$ cat src/crc_regs.svh
// constants for the programmable crc engine
`ifndef CRC_REGS_SVH
`define CRC_REGS_SVH
// fifo depth per data width band
`define CRC_DEPTH_WIDE      5'h04
`define CRC_DEPTH_MID       5'h08
`define CRC_DEPTH_NARROW    5'h10
// width field thresholds for the depth bands
`define CRC_WIDE_MIN        5'h10
`define CRC_MID_MIN         5'h08
// field values for the common polynomial lengths
`define CRC_POLY_LENGTH_FIELD_16         5'h0F
`define CRC_POLY_LENGTH_FIELD_32         5'h1F
// bits moved into the engine per clock
`define CRC_BITS_PER_CYCLE  6'h02
// reset values
`define CRC_COUNT_RESET     5'h00
`define CRC_RESULT_RESET    32'h0000_0000
`define CRC_GO_RESET        1'b0
`endif

$ cat src/crc_pkg.sv
// shared types of the programmable crc engine
package crc_pkg;
  // shifter sequencing states
  typedef enum logic [0:0] {
    ST_IDLE  = 1'b0,
    ST_SHIFT = 1'b1
  } crc_state_type;
  // valid word count, 0 to 16
  typedef logic [4:0] crc_count_type;
endpackage

$ cat src/crc_fifo_if.sv
// carrier between the crc core and its word fifo
interface crc_fifo_if;
  logic                   clear;     // empty the fifo
  logic                   push;      // store push_data
  logic [31:0]            push_data; // word to store
  logic                   pop;       // drop oldest word
  logic [31:0]            pop_data;  // oldest word
  crc_pkg::crc_count_type count;     // words held
  modport store (input clear, push, push_data, pop,
                 output pop_data, count);
  modport user  (output clear, push, push_data, pop,
                 input pop_data, count);
endinterface

$ cat src/crc_engine.sv
// programmable crc engine: fifo, shifter, result and events
`include "crc_regs.svh"
module crc_engine (
  // clock and reset
  input  wire logic        ref_clk,
  input  wire logic        reset,
  // control one
  input  wire logic        module_enable_bit,
  input  wire logic        shift_direction_bit,
  input  wire logic        interrupt_select_bit,
  input  wire logic        go_set,
  input  wire logic        go_clear,
  // control two
  input  wire logic [4:0]  data_width_field,
  input  wire logic [4:0]  poly_length_field,
  // polynomial terms
  input  wire logic [15:0] poly_mask_low,
  input  wire logic [15:0] poly_mask_high,
  // data input, byte lane write strobes
  input  wire logic [15:0] data_input_low,
  input  wire logic [15:0] data_input_high,
  input  wire logic [1:0]  data_low_be,
  input  wire logic [1:0]  data_high_be,
  // result write port
  input  wire logic        result_low_wr,
  input  wire logic        result_high_wr,
  input  wire logic [15:0] result_wdata,
  // status
  output logic             go_bit,
  output logic      [4:0]  valid_word_count,
  output logic             fifo_full_flag,
  output logic             fifo_empty_flag,
  output logic      [15:0] result_low,
  output logic      [15:0] result_high,
  output logic             crc_event
);
  crc_fifo_if fifo_bus ();

  crc_pkg::crc_state_type state_reg;   // shifter state
  crc_pkg::crc_state_type state_next;
  logic [31:0] buf_reg;                // word being shifted
  logic [31:0] buf_next;
  logic [5:0]  rem_reg;                // bits left in word
  logic [5:0]  rem_next;
  logic [31:0] result_reg;             // engine contents
  logic [31:0] result_next;
  logic [31:0] stage_reg;              // partly written word
  logic [31:0] stage_next;
  logic        go_reg;                 // calculation running
  logic        go_next;
  logic        event_reg;              // event pulse
  logic        event_next;
  logic [31:0] merged;                 // stage plus new bytes
  logic [3:0]  lane_we;                // byte lanes written
  logic [4:0]  depth;                  // band depth
  logic        msb_written;            // word completed
  logic        push;                   // word accepted
  logic        load;                   // pop into buffer
  logic        last_step;              // final bits of word
  logic        auto_done;              // hardware go clear
  logic        bit_first;              // first data bit
  logic        bit_second;             // second data bit
  logic        two_bits;               // two bits remain
  logic [31:0] step_out;               // engine after step

  // depth for a width field value
  function automatic logic [4:0] fifo_depth(input logic [4:0] w);
    if (w >= `CRC_WIDE_MIN) begin
      return `CRC_DEPTH_WIDE;
    end else if (w >= `CRC_MID_MIN) begin
      return `CRC_DEPTH_MID;
    end
    return `CRC_DEPTH_NARROW;
  endfunction

  // mask of the bits inside a data word
  function automatic logic [31:0] width_mask(input logic [4:0] w);
    return 32'hFFFF_FFFF >> (5'h1F - w);
  endfunction

  crc_word_fifo #(
    .DEPTH (16)
  ) u_fifo (
    .ref_clk (ref_clk),
    .reset   (reset),
    .fifo    (fifo_bus.store)
  );

  crc_shift_step u_step (
    .crc_in            (result_reg),
    .poly_mask         ({poly_mask_high, poly_mask_low}),
    .poly_length_field (poly_length_field),
    .bit_first         (bit_first),
    .bit_second        (bit_second),
    .two_bits          (two_bits),
    .crc_out           (step_out)
  );

  // data input path: lanes merge into the staging word
  always_comb begin
    lane_we = {data_high_be, data_low_be};
    merged  = stage_reg;
    for (int i = 0; i < 2; i++) begin
      if (data_low_be[i]) begin
        merged[8*i +: 8] = data_input_low[8*i +: 8];
      end
      if (data_high_be[i]) begin
        merged[16 + 8*i +: 8] = data_input_high[8*i +: 8];
      end
    end
    // byte holding the width msb completes a word
    msb_written = lane_we[data_width_field[4:3]];
    depth       = fifo_depth(data_width_field);
    // a full fifo drops the word, count untouched
    push = module_enable_bit && msb_written
           && (fifo_bus.count < depth);
    stage_next = module_enable_bit ? merged : 32'h0000_0000;
  end

  // shifter: pick the data bits for this cycle
  always_comb begin
    if (shift_direction_bit) begin
      bit_first  = buf_reg[0];
      bit_second = buf_reg[1];
    end else begin
      bit_first  = buf_reg[31];
      bit_second = buf_reg[30];
    end
    two_bits  = rem_reg >= `CRC_BITS_PER_CYCLE;
    last_step = rem_reg <= `CRC_BITS_PER_CYCLE;
  end

  // shifter sequencing, go bit and event
  always_comb begin
    state_next  = state_reg;
    buf_next    = buf_reg;
    rem_next    = rem_reg;
    result_next = result_reg;
    load        = 1'b0;
    auto_done   = 1'b0;
    unique case (state_reg)
      crc_pkg::ST_IDLE: begin
        // start from whatever the result holds
        if (go_reg && fifo_bus.count != 5'h00) begin
          load = 1'b1;
        end
      end
      crc_pkg::ST_SHIFT: begin
        result_next = step_out;
        if (shift_direction_bit) begin
          buf_next = buf_reg >> 2;
        end else begin
          buf_next = buf_reg << 2;
        end
        rem_next = rem_reg - (two_bits ? 6'h02 : 6'h01);
        if (last_step) begin
          // reload back to back while words remain
          if (go_reg && fifo_bus.count != 5'h00) begin
            load = 1'b1;
          end else begin
            state_next = crc_pkg::ST_IDLE;
            auto_done  = go_reg;
          end
        end
      end
    endcase
    if (load) begin
      state_next = crc_pkg::ST_SHIFT;
      rem_next   = {1'b0, data_width_field} + 6'h01;
      // msb first: left align so the width msb sits at bit 31
      buf_next = shift_direction_bit
        ? (fifo_bus.pop_data & width_mask(data_width_field))
        : ((fifo_bus.pop_data & width_mask(data_width_field))
           << (5'h1F - data_width_field));
    end
    // software writes win over the engine step
    if (result_low_wr) begin
      result_next[15:0] = result_wdata;
    end
    if (result_high_wr) begin
      result_next[31:16] = result_wdata;
    end
    // software set beats the automatic clear
    go_next = go_reg;
    if (go_clear || auto_done) begin
      go_next = 1'b0;
    end
    if (go_set) begin
      go_next = 1'b1;
    end
    // event source per interrupt select
    if (interrupt_select_bit) begin
      event_next = auto_done && !go_set;
    end else begin
      event_next = (fifo_bus.count == 5'h01)
                   && load && !push;
    end
    // disabled: all sequencing state back to rest
    if (!module_enable_bit) begin
      state_next  = crc_pkg::ST_IDLE;
      buf_next    = 32'h0000_0000;
      rem_next    = 6'h00;
      result_next = `CRC_RESULT_RESET;
      load        = 1'b0;
      go_next     = `CRC_GO_RESET;
      event_next  = 1'b0;
    end
  end

  // fifo control through the carrier
  always_comb begin
    fifo_bus.clear     = !module_enable_bit;
    fifo_bus.push      = push;
    fifo_bus.push_data = merged;
    fifo_bus.pop       = load;
  end

  // register the sequencing and data state
  always_ff @(posedge ref_clk) begin
    if (reset) begin
      state_reg  <= crc_pkg::ST_IDLE;
      buf_reg    <= 32'h0000_0000;
      rem_reg    <= 6'h00;
      result_reg <= `CRC_RESULT_RESET;
      stage_reg  <= 32'h0000_0000;
      go_reg     <= `CRC_GO_RESET;
      event_reg  <= 1'b0;
    end else begin
      state_reg  <= state_next;
      buf_reg    <= buf_next;
      rem_reg    <= rem_next;
      result_reg <= result_next;
      stage_reg  <= stage_next;
      go_reg     <= go_next;
      event_reg  <= event_next;
    end
  end

  // status outputs; flags follow the registered count
  always_comb begin
    go_bit           = go_reg;
    valid_word_count = fifo_bus.count;
    fifo_full_flag   = fifo_bus.count == depth;
    fifo_empty_flag  = fifo_bus.count == 5'h00;
    result_low       = result_reg[15:0];
    result_high      = result_reg[31:16];
    crc_event        = event_reg;
  end
endmodule

$ cat src/crc_word_fifo.sv
// sixteen word storage fifo behind the crc data input
`include "crc_regs.svh"
module crc_word_fifo #(
  parameter int DEPTH = 16
) (
  // clock and reset
  input wire logic ref_clk,
  input wire logic reset,
  // core side
  crc_fifo_if.store fifo
);
  logic [31:0]            mem [DEPTH];   // word storage
  logic [3:0]             wr_ptr_reg;    // next write slot
  logic [3:0]             wr_ptr_next;
  logic [3:0]             rd_ptr_reg;    // oldest slot
  logic [3:0]             rd_ptr_next;
  crc_pkg::crc_count_type count_reg;     // words held
  crc_pkg::crc_count_type count_next;

  // pointer and count update; clear beats push and pop
  always_comb begin
    wr_ptr_next = wr_ptr_reg + 4'(fifo.push);
    rd_ptr_next = rd_ptr_reg + 4'(fifo.pop);
    count_next  = count_reg + 5'(fifo.push) - 5'(fifo.pop);
    if (fifo.clear) begin
      wr_ptr_next = 4'h0;
      rd_ptr_next = 4'h0;
      count_next  = `CRC_COUNT_RESET;
    end
  end

  // register pointers and count
  always_ff @(posedge ref_clk) begin
    if (reset) begin
      wr_ptr_reg <= 4'h0;
      rd_ptr_reg <= 4'h0;
      count_reg  <= `CRC_COUNT_RESET;
    end else begin
      wr_ptr_reg <= wr_ptr_next;
      rd_ptr_reg <= rd_ptr_next;
      count_reg  <= count_next;
    end
  end

  // storage write; contents need no reset
  always_ff @(posedge ref_clk) begin
    if (fifo.push && !fifo.clear) begin
      mem[wr_ptr_reg] <= fifo.push_data;
    end
  end

  assign fifo.pop_data = mem[rd_ptr_reg];
  assign fifo.count    = count_reg;
endmodule

$ cat src/crc_shift_step.sv
// two bit step of the programmable crc shift engine
module crc_shift_step (
  // engine state and setup
  input  wire logic [31:0] crc_in,
  input  wire logic [31:0] poly_mask,
  input  wire logic [4:0]  poly_length_field,
  // data bits, first then second
  input  wire logic        bit_first,
  input  wire logic        bit_second,
  input  wire logic        two_bits,
  // next engine state
  output logic      [31:0] crc_out
);
  logic [31:0] len_mask;   // bits inside the polynomial
  logic [31:0] taps;       // active xor positions
  logic [31:0] mid;        // state after the first bit

  // one engine bit; the top term is implied by the feedback
  function automatic logic [31:0] crc_bit(
    input logic [31:0] c,
    input logic        d,
    input logic [31:0] t,
    input logic [31:0] m,
    input logic [4:0]  top
  );
    logic fb;
    fb = c[top] ^ d;
    return ((c << 1) & m) ^ (fb ? t : 32'h0000_0000);
  endfunction

  // term 0 always taps whatever the mask holds
  always_comb begin
    len_mask = 32'hFFFF_FFFF >> (5'h1F - poly_length_field);
    taps     = (poly_mask | 32'h0000_0001) & len_mask;
    mid      = crc_bit(crc_in, bit_first, taps, len_mask,
                       poly_length_field);
    crc_out  = two_bits ? crc_bit(mid, bit_second, taps, len_mask,
                                  poly_length_field) : mid;
  end
endmodule

$ cat config.mk
export PLATFORM = sky130hd
export DESIGN_NAME = crc_engine
export DESIGN_NICKNAME = d
export VERILOG_FILES = /design/src/crc_pkg.sv /design/src/crc_fifo_if.sv /design/src/crc_engine.sv /design/src/crc_word_fifo.sv /design/src/crc_shift_step.sv
export VERILOG_INCLUDE_DIRS = /design/src
export SDC_FILE = /design/constraint.sdc
export NUM_CORES = 1
export LEC_CHECK = 0
export ABC_AREA = 1
export BUFFER_PORTS_ARGS = -buffer_cell sky130_fd_sc_hd__buf_2
export CAP_MARGIN = 15
export CORE_UTILIZATION = 55
export DETAILED_ROUTE_END_ITERATION = 6
export HOLD_SLACK_MARGIN = 0.08
export PLACE_DENSITY_LB_ADDON = 0.08
export RECOVER_POWER = 50
export SLEW_MARGIN = 20
export SYNTH_ARGS = -nofsm -noshare
export SYNTH_HDL_FRONTEND = slang
export SYNTH_SLANG_ARGS = --single-unit
$ cat constraint.sdc
create_clock -name ref_clk -period 7.19 [get_ports ref_clk]
set_input_delay 2.157 -clock ref_clk [delete_from_list [all_inputs] [get_ports ref_clk]]
set_output_delay 2.157 -clock ref_clk [all_outputs]
set_load 0.1 [all_outputs]
* Word-level counts from Yosys, hierarchy flattened
Memories as Yosys holds them, arrays and structs flattened. A register that Yosys moved wholly into a read port is not among the register bits. Index checks and enable logic that the tools add are counted.
Word-level totals: output and inout port bits 41, memories 1, logic and storage cells 105, input bits 103, register bits 118, bits in writable memories 512
Memory list:
- u_fifo.mem | words 16, width 32, rd ports 1, clocked after memory_dff 1, write ports 1, line crc_word_fifo.sv:12 | logic [31:0] mem [DEPTH];
Operators by class: bitwise operators 10, equal/unequal tests 2, $lt $le $gt $ge 7, shift operators 3, multiplexer cells 46, $add $sub $neg 8, reductions and logical operators 17
Operators by type and width (count):
- 32-bit two-way mux | 8
- 32-bit AND | 4
- 32-bit by 5-bit right shift with 32-bit output (first input constant) | 2
- 32-bit XOR | 2
- 16-bit two-way mux | 2
- 8-bit two-way mux | 4
- 32-bit by 5-bit << shifter with 32-bit output | 1
- 1-bit two-way mux | 21
- 5-bit two-way mux | 3
- 6-bit two-way mux | 2
- 1-bit binary-select mux with 5-bit select | 2
- 5-bit subtractor (first input constant) | 2
- 4-bit by 1-bit adder with 4-bit output | 2
- 2-bit nonzero test | 4
- 1-bit logical AND | 7
- 5-bit by 1-bit adder with 6-bit output (second input constant) | 1
- 6-bit by 2-bit >= comparator with 1-bit output (second input constant) | 1
- 6-bit by 2-bit less-or-equal comparator with 1-bit output (second input constant) | 1
- 5-bit by 6-bit less-than comparator with 1-bit output (second input constant) | 1
- 6-bit by 2-bit subtractor with 6-bit output | 1
- 5-bit by 1-bit adder with 5-bit output | 1
- 5-bit by 1-bit equality test with 1-bit output (second input constant) | 1
- 5-bit equality test | 1
- 5-bit by 4-bit >= comparator with 1-bit output (second input constant) | 1
- other kinds (15) | 18

* Longest topological paths before layout
word-level depth 13, mapped depth 29, depth with buffers taken out 25

* Modules after synthesis
A second synthesis with hierarchy kept.
Second synthesis, totals: cell total of the unflattened synthesis 4053, area, all modules 33061.7 µm²
Modules (own cells, without submodules):
- crc_word_fifo | cells an instance 2166, seq. area each 15635.0 µm², area each 22713.0 µm², times used 1
- crc_engine | cells an instance 1157, seq. area each 2102.0 µm², area each 7170.6 µm², times used 1
- crc_shift_step | cells an instance 730, seq. area each 0.0 µm², area each 3178.0 µm², times used 1

* Worst setup path after synthesis
No wires, ideal clock.
path kind input -> output, start point in data_width_field[3], end point out fifo_full_flag, path buffers 1, data required time 5.033 ns, arrival time 4.469 ns, slack 0.564 ns, stages 7, cells stage by stage clkbuf_1 > inv_1 > nor2_1 > inv_1 > ha_1 > nand3_1 > nor2_1
On the way: longest elaborated chain between the ends 5, elaborated cells between the ends (all ways) 7, those cells by class 2 x order compare; 1 x eq/ne; 4 x mux
Ends and longest elaborated chain:
- from (decl) | line crc_engine.sv:14 | input wire logic [4:0] data_width_field,
- 5-bit by 4-bit >= comparator with 1-bit output (no line)
- 1-bit two-way mux | line crc_engine.sv:70 | end else if (w >= `CRC_MID_MIN) begin
- 1-bit two-way mux | line crc_engine.sv:68 | if (w >= `CRC_WIDE_MIN) begin
- 5-bit two-way mux * | line crc_engine.sv:73 | return `CRC_DEPTH_NARROW;
- 5-bit equality test * | line crc_engine.sv:243 | fifo_full_flag = fifo_bus.count == depth;
- to (decl) | line crc_engine.sv:31 | output logic fifo_full_flag,
Mark *: on every way between the ends. The rest lies on a longest branch, timed or not.

* Worst setup path in the final report
start point in module_enable_bit, end point reg rem_reg[4]
On the way: longest elaborated chain between the ends 2
Ends and longest elaborated chain:
- from (decl) | line crc_engine.sv:8 | input wire logic module_enable_bit,
- 1-bit inverter (no line)
- 2-bit OR reduction (no line)
- to (signal assigned) | line crc_engine.sv:231 | rem_reg <= rem_next;
- to (decl) | line crc_engine.sv:43 | logic [5:0] rem_reg;
Every way passes these cells. A chain may end at the register's enable or synchronous reset.

==> results_dict.tcl <==
set metrics [dict create \
    die_width_um 236 \
    max-cap-violations 4 \
    synth-compound-area-share_pct 16.1 \
    finalInstanceArea_um2 33700 \
    worstPathArrival_ps 6780 \
    post_drt_wl_per_cell_um 22.6 \
    syn_inst 3276 \
    cts_resized 0 \
    max_freq_ghz 0.159 \
    htreeDepth 3 \
    finalCriticalPeriod_ps 6280 \
    startpoint_type "primary input" \
    first_iter_violations 2750 \
    fin_setup_tns_ps 0 \
    dr.pass1.iters 7 \
    synthMuxAreaShare_pct 0.233 \
    synth_top_family_by_area "simple AND/OR/NAND/NOR gates" \
    ant_nets 0 \
    syn2layout_area_growth_pct 11.8 \
    synth_seq_cells 630 \
    fin_total_pwr_mw 8.13 \
    num_vias 25100 \
    yosysTopAreaCell "edfxtp_1" \
    grt_pass1_wl_mm 140 \
    ioPinCount 144 \
    slew_viol_final 180 \
    synth.area.top_cells "edfxtp_1 51%, nand2_1 8.3%, dfxtp_1 7.8%" \
    ir_worst_vdd_uv 327 \
    hold_buffers 0 \
    antenna_cells 0 \
    hold_class "reg -> reg" \
    yosys_warnings 0 \
    viasPerCell 6.14 \
    hold_viol 0 \
    path_clk_slew_ps 60 \
    cts_tree "yes" \
    worstSkewPairLatency_ps 620 \
    largest-register "u_fifo.mem" \
    required_ps 7680 \
    largest_reg_flops 512 \
    syn_nets 3401 \
    crit_fanout 57 \
    worst_pin_slew_ps 2120 \
    status "complete, but fails checks" \
    synth_fa_ha_area_share_pct 0.964 \
    cellLeakagePower_nw 12.6 \
    synth-edff-count 512 \
    grt_max_degree 137 \
    fin_nets 3465 \
    synth-async-reset-ratio_pct 0 \
    multi_input_area_um2 10800 \
    rsz0062_at_grt "false" \
    row_count 85 \
    layout.area.seq_um2 17700 \
    powerDensity_nw_per_um2 241 \
    hpwlAfterDp_mm 55.3 \
    antenna_found_initial 2 \
    violations "DRC, capacitance limit, slew limit" \
    synth-main-ff-cell "edfxtp_1" \
    clock_sinks 630 \
    synthXorXnorAreaFrac_pct 0.204 \
    synth_commonest_cells "665 x nand2_1, 512 x edfxtp_1, 423 x nor2_1" \
    clock_skew_ps 25.6 \
    cts_made_buffers 67 \
    slew-limit-headroom_pct -41.3 \
    yosysUniqueCellTypes 45 \
    gr-usage-all-layers_pct 33.0 \
    die_y_um 236 \
    worst-path-buf-inv 5 \
    yosysMostFrequentCell "nand2_1" \
    start_util_pct 55.9 \
    drc 2 \
    wl_mm 92.6 \
    crit_path_end_kind "flip-flop" \
    synth-simple-area-share_pct 18.1 \
    routabilityCongestion 0.991 \
    fin_crit_sh_pct 87.4 \
    worstPathCellList "buf_2, inv_1, nor2_2, clkbuf_1, clkinvlp_2, clkbuf_2, a221oi_1" \
    syn_avg_cell_area_um2 9.19 \
    cpLargestDelayFamily "buffers and inverters" \
    synth_top_cell_area_share_pct 51.0 \
    grt_pass1_vias 23500 \
    portBuffers 142 \
    post_dp_cell_area_um2 31500 \
    cts_root_buffer "clkbuf_16" \
    setup_viol 0 \
    drive_gt1_share_pct 9.02 \
    core_um2 53900 \
    n_fill_cell 4555 \
    ys_seq_area_share_pct 58.9 \
    cts_setup_buffers 0 \
    slowest_stage "clkinvlp_2" \
    grt_overflow 0 \
    slowest_delay_ps 1470 \
    path_class "in -> reg" \
    clockBufferDepth 3 \
    die-area_um2 55700 \
    synth_area_um2 30100 \
]
==> cell families after synthesis <==
| group | after synthesis |
|---|---|
| simple gates | 1352 |
| compound gates | 830 |
| flops | 630 |
| buf+inv | 428 |
| fa+ha+maj | 22 |
| xor+xnor | 7 |
| mux | 7 |
==> per-layer routing <==
metal	routed length, um	global-route usage [%]	part of all wire, %	vias up
met4	3980	14.3	4.3	2
met3	8140	4.76	8.8	238
met1	38300	46.2	41	12000
met2	42200	51.4	46	1251
met5	8	0	0.0086	-
li1	-	-	-	11600
==> power by group <==
part | leakage (nW) | switching [mW] | internal (mW) | total [mW]
Combinational | 5.85 | 0.470 | 0.146 | 0.615
Clock | 1.10 | 1.45 | 2.07 | 3.53
Sequential | 5.63 | 0.0161 | 3.98 | 3.99
==> per-stage QoR <==
stage	hold WS (ps)	util, %	std cells	setup WS (ps)
floorplan	448	-	3276	564
global placement	456	58.4	3967	828
detailed placement	461	58.4	3967	802
CTS	470	62.6	4089	1240
global route	494	62.5	4089	579
finish	468	62.5	4089	905
==> worst reg2reg max path, cell delays in order, from the launching register on <==
cell and delay, ps:
dfxtp_4 820, clkinv_2 1110, buf_12 520, a32o_1 320, a21oi_1 130, o21ai_0 150, a22oi_1 550, nand2_1 150
nand3_1 140, nand2_1 50, o21ai_0 270, or2_2 180, nand3_1 120, nand4_1 190, o21ai_0 140, a21oi_1 200
==> layout by cell type (no fill, tap or decap), drive strengths merged, types with 20 or more instances in the layout <==
master | synthesis | routed
inv | 211 | 213
o22ai | 38 | 38
o211ai | 36 | 36
clkinv | 5 | 30
a21oi | 158 | 158
nand3 | 245 | 245
dfxtp | 118 | 118
nand2 | 666 | 666
o21ai | 428 | 428
buf | 32 | 164
a22oi | 37 | 37
edfxtp | 512 | 512
ha | 20 | 20
nor2 | 426 | 426
clkbuf | 180 | 127
o221ai | 94 | 94
==> final timing paths <==
path	startpoint	to	slack, ps	cells past startpoint
max	module_enable_bit	rem_reg[4]$_SDFFE_PP0P_	910	7
min	stage_reg[13]$_SDFF_PP0_	stage_reg[13]$_SDFF_PP0_	470	2
max reg2reg	u_fifo.rd_ptr_reg[1]$_SDFF_PP0_	buf_reg[25]$_SDFFE_PP0P_	2090	15
min reg2reg	stage_reg[13]$_SDFF_PP0_	stage_reg[13]$_SDFF_PP0_	470	2
==> cell type report <==
class                           count  share of cell area, %
Sequential cell                   630                   52.7
Multi-Input combinational cell   2218                   32.2
Clock buffer                       84                   5.44
Timing Repair Buffer              207                   3.44
Tap cell                          696                   2.59
Inverter                          216                   2.43
Clock inverter                     38                   1.18
No activity file was read; power rests on OpenSTA's default activity.
